**config.mk**
```make
export PLATFORM = sky130hd
export DESIGN_NAME = pbsp_top
export DESIGN_NICKNAME = d
export VERILOG_FILES = /design/src/logic/pbsp_top.v
export VERILOG_INCLUDE_DIRS = /design/src /design/src/pkg
export SDC_FILE = /design/constraint.sdc
export NUM_CORES = 2
export LEC_CHECK = 0
export ABC_CLOCK_PERIOD_IN_PS = 11650
export BUFFER_PORTS_ARGS = -buffer_cell sky130_fd_sc_hd__buf_2
export CAP_MARGIN = 20
export CELL_PAD_IN_SITES_DETAIL_PLACEMENT = 2
export CELL_PAD_IN_SITES_GLOBAL_PLACEMENT = 2
export CORE_MARGIN = 4
export CORE_UTILIZATION = 55
export DETAILED_ROUTE_END_ITERATION = 6
export GPL_TIMING_DRIVEN = 0
export PLACE_DENSITY = 0.94
export SLEW_MARGIN = 25
export SYNTH_ARGS = -nofsm -noshare
export SYNTH_HDL_FRONTEND = slang
export SYNTH_SLANG_ARGS = --single-unit
```
**constraint.sdc**
```tcl
create_clock -name clk -period 11.65 [get_ports clk]
set_input_delay 3.495 -clock clk [delete_from_list [all_inputs] [get_ports clk]]
set_output_delay 3.495 -clock clk [all_outputs]
set_load 0.005 [all_outputs]
```
**src/pkg/pbsp_map.vh**
```
// Purpose: shared constants of the pipelined burst sram port
// Assumes: included by bare name from the design files
// Notes:   definitions only
`ifndef PBSP_MAP_VH
`define PBSP_MAP_VH

// default geometry
`define PBSP_ADDR_W        6
`define PBSP_LANES         2
`define PBSP_LANE_W        8

// burst counter acts on the two low address bits
`define PBSP_CNT_W         2

// burst-order strap levels
`define PBSP_ORDER_LINEAR  1'b0
`define PBSP_ORDER_INTLV   1'b1

// write buffer depth in words
`define PBSP_FIFO_DEPTH    32

// access states
`define PBSP_ST_DESEL      2'h0
`define PBSP_ST_READ       2'h1
`define PBSP_ST_WRITE      2'h2

`endif

```
**src/logic/pbsp_top.v**
```verilog
// Purpose: pipelined burst sram port, device side, with flop storage
// Assumes: controller runs on clk; output_en_n and the strap are pins
// Notes:   writes reach the array through a 32-word buffer
`timescale 1ns/1ps
`include "pbsp_map.vh"

module pbsp_fifo #(
  parameter WIDTH = 8,
  parameter DEPTH = `PBSP_FIFO_DEPTH
) (
  input  wire             clk,
  input  wire             sys_rst,
  input  wire             in_valid,
  output wire             in_ready,
  input  wire [WIDTH-1:0] in_data,
  output wire             out_valid,
  input  wire             out_ready,
  output wire [WIDTH-1:0] out_data
);
  localparam PW = (DEPTH > 1) ? $clog2(DEPTH) : 1;

  // step with wrap, so a depth that is not a power of two still works
  function [PW-1:0] ptr_step;
    input [PW-1:0] ptr;
    begin
      if (ptr == DEPTH[PW-1:0] - 1'b1) begin
        ptr_step = {PW{1'b0}};
      end else begin
        ptr_step = ptr + 1'b1;
      end
    end
  endfunction

  reg  [WIDTH-1:0] store [0:DEPTH-1];
  reg  [PW-1:0]    wr_ptr;
  reg  [PW-1:0]    rd_ptr;
  reg  [PW:0]      fill;
  wire             push;
  wire             pop;

  // fill is one bit wider than the pointers so full and empty differ
  assign in_ready  = (fill != DEPTH[PW:0]);
  assign out_valid = (fill != {(PW+1){1'b0}});
  assign out_data  = store[rd_ptr];
  assign push      = in_valid & in_ready;
  assign pop       = out_valid & out_ready;

  always @(posedge clk) begin
    if (push) begin
      store[wr_ptr] <= in_data;
    end
  end

  always @(posedge clk) begin
    if (sys_rst) begin
      wr_ptr <= {PW{1'b0}};
      rd_ptr <= {PW{1'b0}};
      fill   <= {(PW+1){1'b0}};
    end else begin
      if (push) begin
        wr_ptr <= ptr_step(wr_ptr);
      end
      if (pop) begin
        rd_ptr <= ptr_step(rd_ptr);
      end
      if (push & ~pop) begin
        fill <= fill + 1'b1;
      end else if (pop & ~push) begin
        fill <= fill - 1'b1;
      end
    end
  end
endmodule // pbsp_fifo

// How it works
// - advance high on a taken edge steps the burst counter of a read or write, address ignored.
// - advance low on a taken edge loads the pin address as new access.
// - inputs other than output enable and strap are taken on rising clk, only when clock qualify is low.
// - clock qualify high freezes the access state and read data and stretches the cycle.
// - selected only when first and third selects low, second high.
// - pins drive only while output enable is low, else act as inputs.
// - outputs stay off in write data cycle, deselect and after deselect.
// - read data appears one cycle after its address was taken.
// - input data pins are registered on the rising edge.
// - parity lines act like data, written under their own lane select.
// - strap high gives interleaved burst order, low gives linear order.
// - an unconnected strap reads as high, so interleaved order.
// - active low lane selects, sampled on edge, gate each lane's write.
// - burst counter touches only the two low address bits and wraps.
module pbsp_top #(
  parameter ADDR_W  = `PBSP_ADDR_W,
  parameter LANES   = `PBSP_LANES,
  parameter BUF_DEP = `PBSP_FIFO_DEPTH
) (
  input  wire                          clk,
  input  wire                          sys_rst,
  input  wire [ADDR_W-1:0]             addr_in,
  input  wire                          advance_or_load,
  input  wire                          clock_qualify_n,
  input  wire                          chip_sel_first_n,
  input  wire                          chip_sel_second,
  input  wire                          chip_sel_third_n,
  input  wire                          write_en_n,
  input  wire [LANES-1:0]              byte_write_sel_n,
  input  wire                          output_en_n,
  input  wire                          burst_order_strap,
  input  wire [LANES*`PBSP_LANE_W-1:0] data_in,
  output reg  [LANES*`PBSP_LANE_W-1:0] data_out,
  output reg                           data_oe_n,
  input  wire [LANES-1:0]              parity_in,
  output reg  [LANES-1:0]              parity_out,
  output reg                           parity_oe_n,
  output reg                           write_buffer_ready
);
  localparam DW     = LANES * `PBSP_LANE_W;
  localparam LW     = `PBSP_LANE_W;
  localparam CW     = `PBSP_CNT_W;
  localparam WORDS  = 1 << ADDR_W;
  localparam FW     = ADDR_W + LANES + DW + LANES;
  localparam ST_DESEL = `PBSP_ST_DESEL;
  localparam ST_READ  = `PBSP_ST_READ;
  localparam ST_WRITE = `PBSP_ST_WRITE;

  // low address bits of a burst beat
  function [CW-1:0] burst_low;
    input [CW-1:0] start;
    input [CW-1:0] count;
    input          order;
    begin
      if (order == `PBSP_ORDER_INTLV) begin
        burst_low = start ^ count;
      end else begin
        burst_low = start + count;
      end
    end
  endfunction

  // full address of a burst beat; upper bits never move in a burst
  function [ADDR_W-1:0] beat_addr;
    input [ADDR_W-1:0] base;
    input [CW-1:0]     count;
    input              order;
    begin
      beat_addr = {base[ADDR_W-1:CW],
                   burst_low(base[CW-1:0], count, order)};
    end
  endfunction

  // one decode for data and parity so the two enables never split
  function pins_off;
    input want_drive;
    input oe_pin_n;
    begin
      pins_off = ~(want_drive & ~oe_pin_n);
    end
  endfunction

  // pin synchronisers; the first stage feeds only the second
  reg              oe_meta;
  reg              oe_sync;
  reg              order_meta;
  reg              order_sync;

  // access state, held while clock qualify is high
  reg  [1:0]       st;
  reg  [ADDR_W-1:0] base_addr;
  reg  [ADDR_W-1:0] cur_addr;
  reg  [CW-1:0]    burst_cnt;
  reg  [LANES-1:0] lane_n;
  reg              drive;

  // write data cycle registers
  reg  [DW-1:0]    in_data;
  reg  [LANES-1:0] in_par;
  reg  [ADDR_W-1:0] wr_addr;
  reg  [LANES-1:0] wr_lane_n;
  reg              wr_pend;

  // storage
  reg  [DW-1:0]    mem_data [0:WORDS-1];
  reg  [LANES-1:0] mem_par  [0:WORDS-1];

  wire             taken;
  wire             sel_now;
  wire             rd_cycle;
  wire [CW-1:0]    next_cnt;
  wire             next_drive;
  wire             buf_in_ready;
  wire             buf_out_valid;
  wire             buf_out_ready;
  wire [FW-1:0]    buf_out_data;
  wire [ADDR_W-1:0] dr_addr;
  wire [LANES-1:0] dr_lane_n;
  wire [DW-1:0]    dr_data;
  wire [LANES-1:0] dr_par;
  wire [DW-1:0]    merged_data;
  wire [LANES-1:0] merged_par;

  assign taken   = ~clock_qualify_n;
  assign sel_now = ~chip_sel_first_n & chip_sel_second
                   & ~chip_sel_third_n;
  // the array is single ported: a read data cycle blocks the drain
  assign rd_cycle      = taken & (st == ST_READ);
  assign buf_out_ready = ~rd_cycle;
  assign next_cnt      = burst_cnt + 1'b1;
  assign next_drive    = taken ? (st == ST_READ) : drive;

  assign dr_addr   = buf_out_data[FW-1 -: ADDR_W];
  assign dr_lane_n = buf_out_data[DW+LANES +: LANES];
  assign dr_data   = buf_out_data[LANES +: DW];
  assign dr_par    = buf_out_data[LANES-1:0];

  genvar g;
  generate
    for (g = 0; g < LANES; g = g + 1) begin : g_lane
      assign merged_data[g*LW +: LW] = dr_lane_n[g]
        ? mem_data[dr_addr][g*LW +: LW] : dr_data[g*LW +: LW];
      assign merged_par[g] = dr_lane_n[g]
        ? mem_par[dr_addr][g] : dr_par[g];
    end
  endgenerate

  always @(posedge clk) begin
    if (sys_rst) begin
      oe_meta    <= 1'b1;
      oe_sync    <= 1'b1;
      // strap reads high until sampled: an open pad has a pull-up
      order_meta <= `PBSP_ORDER_INTLV;
      order_sync <= `PBSP_ORDER_INTLV;
    end else begin
      oe_meta    <= output_en_n;
      oe_sync    <= oe_meta;
      order_meta <= burst_order_strap;
      order_sync <= order_meta;
    end
  end

  // address cycle and access state
  always @(posedge clk) begin
    if (sys_rst) begin
      st        <= ST_DESEL;
      base_addr <= {ADDR_W{1'b0}};
      cur_addr  <= {ADDR_W{1'b0}};
      burst_cnt <= {CW{1'b0}};
      lane_n    <= {LANES{1'b1}};
      drive     <= 1'b0;
    end else if (taken) begin
      drive  <= next_drive;
      lane_n <= byte_write_sel_n;
      if (!advance_or_load) begin
        base_addr <= addr_in;
        cur_addr  <= addr_in;
        burst_cnt <= {CW{1'b0}};
        if (sel_now) begin
          st <= write_en_n ? ST_READ : ST_WRITE;
        end else begin
          st <= ST_DESEL;
        end
      end else begin
        case (st)
          // advance while deselected stays idle; a load must follow
          ST_DESEL: begin
            st <= ST_DESEL;
          end
          ST_READ, ST_WRITE: begin
            burst_cnt <= next_cnt;
            cur_addr  <= beat_addr(base_addr, next_cnt, order_sync);
          end
          default: begin
            st <= ST_DESEL;
          end
        endcase
      end
    end
  end

  // data cycle: read out or capture write data
  // the pins are sampled on every taken edge; only a write data
  // cycle turns the sample into a buffer push
  always @(posedge clk) begin
    if (sys_rst) begin
      data_out   <= {DW{1'b0}};
      parity_out <= {LANES{1'b0}};
      in_data    <= {DW{1'b0}};
      in_par     <= {LANES{1'b0}};
      wr_addr    <= {ADDR_W{1'b0}};
      wr_lane_n  <= {LANES{1'b1}};
      wr_pend    <= 1'b0;
    end else begin
      wr_pend <= taken & (st == ST_WRITE);
      if (taken) begin
        in_data   <= data_in;
        in_par    <= parity_in;
        wr_addr   <= cur_addr;
        wr_lane_n <= lane_n;
        if (st == ST_READ) begin
          data_out   <= mem_data[cur_addr];
          parity_out <= mem_par[cur_addr];
        end
      end
    end
  end

  // pins drive only in a read data cycle with output enable low
  always @(posedge clk) begin
    if (sys_rst) begin
      data_oe_n          <= 1'b1;
      parity_oe_n        <= 1'b1;
      write_buffer_ready <= 1'b0;
    end else begin
      data_oe_n          <= pins_off(next_drive, oe_sync);
      parity_oe_n        <= pins_off(next_drive, oe_sync);
      write_buffer_ready <= buf_in_ready;
    end
  end

  // a write beat taken while the buffer is full is lost
  pbsp_fifo #(
    .WIDTH (FW),
    .DEPTH (BUF_DEP)
  ) u_wbuf (
    .clk       (clk),
    .sys_rst   (sys_rst),
    .in_valid  (wr_pend),
    .in_ready  (buf_in_ready),
    .in_data   ({wr_addr, wr_lane_n, in_data, in_par}),
    .out_valid (buf_out_valid),
    .out_ready (buf_out_ready),
    .out_data  (buf_out_data)
  );

  // drain merges only the enabled lanes into the stored word
  // limitation: a read of a word still in the buffer sees the old
  // contents; leave a few cycles between a write and its read back
  always @(posedge clk) begin
    if (buf_out_valid & buf_out_ready) begin
      mem_data[dr_addr] <= merged_data;
      mem_par[dr_addr]  <= merged_par;
    end
  end
endmodule // pbsp_top

```
==> impl_metrics.json, run 1 <==
{
  "yosys.area.top_type": "edfxtp_1",
  "gp_congestion": 0.8573,
  "port_buffers": 53,
  "yosys.area.top_type_share_pct": 74.56,
  "syn_avg_cell_area_um2": 21.35,
  "syn_inst": 3742,
  "netlist_top_cells_area": "edfxtp_1 75%, mux4_2 14%, dfxtp_1 2.3%",
  "synth_edf_count": 1984,
  "syn_nets": 3794,
  "start_util_pct": 55.49,
  "syn_area_um2": 79910,
  "status": "did not finish",
  "stop_stage": "detailed placement (3_5_place_dp)",
  "synth-seq-cells": 2075,
  "stop_error": "[ERROR DPL-0033] detailed placement checks failed during check placement.",
  "synth.distinct_cells": 62,
  "die_w_um": 389.2,
  "synth_ff_type": "edfxtp_1",
  "synth-seq-area-share_pct": 76.84,
  "async_flop_share_pct": 0,
  "yosys_warnings": 0,
  "io_pins": 57,
  "die_h_um": 389.2,
  "core.rowCount": 139,
  "place_hpwl_mm": 251.9
}
metrics by stage:
stage | worst slack, ps | area, um2
2_1_floorplan | 5503 | 79910
3_3_place_gp | 3044 | 82550
cells by family after synthesis:
kind of cell               after synthesis  share of synthesized area, %
adders and majority gates               16                        0.2599
DFF                                   2075                         76.84
AOI/OAI and AO/OA                      243                         2.025
muxes                                  688                         16.48
buffers and inverters                  224                         1.221
and+or+nand+nor                        488                         3.089
xor gates and xnor gates                 8                       0.08769
synth_stat cells (all sizes together) (8+ instances only):
cell type,number
nand4,21
mux2,30
nor3,116
nor2,108
edfxtp,1984
nand3b,8
mux4,499
nand3,84
clkbuf,118
mux2i,159
dfxtp,91
o21ai,31
a22oi,100
nand2,55
nor2b,29
and2,8
a21oi,48
ha,15
inv,10
nand2b,27
o22ai,28
buf,95
==> run 2: changes to the inputs <==
--- a/config.mk
+++ b/config.mk
@@ -9,13 +9,11 @@
 export ABC_CLOCK_PERIOD_IN_PS = 11650
 export BUFFER_PORTS_ARGS = -buffer_cell sky130_fd_sc_hd__buf_2
 export CAP_MARGIN = 20
-export CELL_PAD_IN_SITES_DETAIL_PLACEMENT = 2
-export CELL_PAD_IN_SITES_GLOBAL_PLACEMENT = 2
 export CORE_MARGIN = 4
-export CORE_UTILIZATION = 55
+export CORE_UTILIZATION = 40
 export DETAILED_ROUTE_END_ITERATION = 6
 export GPL_TIMING_DRIVEN = 0
-export PLACE_DENSITY = 0.94
+export PLACE_DENSITY_LB_ADDON = 0.15
 export SLEW_MARGIN = 25
 export SYNTH_ARGS = -nofsm -noshare
 export SYNTH_HDL_FRONTEND = slang
==> impl_metrics.json, run 2 <==
{
  "status": "complete, no violations",
  "cts_sinks": 2075,
  "yosys.area.top_type_share_pct": 74.56,
  "slew_viol_final": 0,
  "syn2layout_area_growth_pct": 17.15,
  "viasPerCell": 5.715,
  "gp_congestion": 0.8276,
  "drc": 0,
  "placed_area_um2": 86950,
  "top_register": "mem_data",
  "synth_most_common_cell": "edfxtp_1",
  "antenna_found_initial": 3,
  "syn_nets": 3794,
  "synth_edf_count": 1984,
  "num_vias": 39950,
  "grt_usage_pct": 21.35,
  "p_leak_nw": 28.71,
  "yosys_warnings": 0,
  "synth-seq-area-share_pct": 76.84,
  "place_hpwl_mm": 151.9,
  "firstDrtPassIters": 5,
  "rsz0062_at_grt": "no",
  "largest_reg_flops": 1024,
  "post_drt_wl_per_cell_um": 31.60,
  "netlist_top_cells_count": "1984 x edfxtp_1, 499 x mux4_2, 159 x mux2i_1",
  "dp.cells": 6599,
  "setup_tns_ps": 0,
  "crit_required_ps": 12190,
  "die_h_um": 455.0,
  "io_pins": 57,
  "setup_slack_ps": 4538,
  "post_cts_buffers": 0,
  "overflow": 0,
  "ir_drop_mv": 0.1547,
  "worst_pin_slew_ps": 1101,
  "async_flop_share_pct": 0,
  "worst_hold_slack_ps": 407.2,
  "die_area_um2": 207000,
  "post-route-period-util_pct": 61.05,
  "syn_avg_cell_area_um2": 21.35,
  "start_util_pct": 40.35,
  "cts_tree": "done",
  "finalSetupViolCount": 0,
  "grt_pass1_vias": 40370,
  "syn_area_um2": 79910,
  "syn_inst": 3742,
  "grt_max_degree": 65,
  "synth-seq-cells": 2075,
  "powerDensity_nw_per_um2": 209.3,
  "design_area_um2": 93610,
  "post-place-ws_ps": 3280,
  "layout-drive-gt1-share_pct": 30.21,
  "die_w_um": 455.0,
  "postRouteAntennaNets": 0,
  "h-tree-depth": 4,
  "synth_ff_type": "edfxtp_1",
  "clock_skew_ps": 25.90,
  "yosys.area.top_type": "edfxtp_1",
  "synth.distinct_cells": 62,
  "insertion_delay_ps": 830,
  "drtIter0Drc": 4469,
  "core.rowCount": 163,
  "final_cell_mix": "1984 x edfxtp_1, 499 x mux4_2, 211 x clkbuf_16, 170 x clkbuf_1, 159 x mux2i_1",
  "layout.nets": 4222,
  "finish.utilization_pct": 47.27,
  "worstSetupPathType": "in2reg",
  "cts_hold_buf": 0,
  "p_total_mw": 19.59,
  "wl_mm": 220.9,
  "path_clk_slew_ps": 60,
  "final_common_cell": "edfxtp_1",
  "arrival_ps": 7650,
  "fmax_ghz": 0.1406,
  "instances_no_fill": 6990,
  "hold_viol_final": 0,
  "drv_cap": 0,
  "hold_path.class": "reg2reg",
  "netlist_top_cells_area": "edfxtp_1 75%, mux4_2 14%, dfxtp_1 2.3%",
  "worstSetupStartpointType": "input pin",
  "path_max_fanout": 10,
  "coreArea_um2": 198000,
  "top_regs": "mem_data x1024, u_wbuf.store x832, mem_par x128",
  "port_buffers": 53,
  "clock-root-buffer": "clkbuf_16",
  "cp-end-kind": "flop",
  "slew_headroom_pct": 25.79,
  "reg2reg_slack_ps": 6280,
  "numCtsBuffers": 207,
  "clock_path_buffers": 3,
  "finalCriticalPeriod_ps": 7112,
  "grt_first_pass_wirelength_mm": 311.2,
  "cts_resized": 0
}
[run 2: cell counts after synthesis]
Identical to the previous run, type by type.
[run 2: cell families (layout without fill, tap and decap cells)]
family	after synthesis	in the layout	share of synthesized area (%)
other	0	4	0
muxes	688	688	16.48
adders and majority gates	16	16	0.2599
and+or+nand+nor	488	488	3.089
AOI/OAI and AO/OA	243	243	2.025
DFF	2075	2075	76.84
buffers and inverters	224	828	1.221
xor gates and xnor gates	8	8	0.08769
[run 2: critical path, stage by stage]
cell and delay [ps]:
clkbuf_1 350, nand2b_1 390, o31ai_1 310, a31oi_1 210
nor4bb_2 780, buf_2 390, nand3_1 640, nor3_2 790
buf_4 270
[run 2: area by class of cell]
type / count / area [um2]
antenna: 4 / 10.01
timing repair buffer: 219 / 2826
multi-input combinational: 1443 / 18440
inverter: 11 / 41.29
clock buffer: 289 / 5693
tap: 2640 / 3303
clock inverter: 96 / 898.4
buffer: 213 / 967.2
sequential: 2075 / 61430
fill: 16270 / 104400
[run 2: final timing paths]
kind / startpoint / to / cells past startpoint
worst max-delay path: clock_qualify_n / mem_data[63][5] / 9
worst min-delay path: order_meta / order_sync / 1
worst max register to register: flop / mem_data[63][5] / 12
worst min register to register: order_meta / order_sync / 1
[run 2: where the power goes]
part	leakage [nW]	switching, mW	internal (mW)	total (mW)
Clock	3.22	2.81	3.72	6.52
Sequential	18.7	0.0909	9.03	9.12
Combinational	6.80	2.72	1.23	3.95
[run 2: layer usage]
metal,GRT usage (%),wire (um)
met4,6.217,6519
met2,34.28,106900
met3,3.027,12700
met1,30.64,94680
met5,0,32
Note: power is estimated with default switching activity, not from simulation.
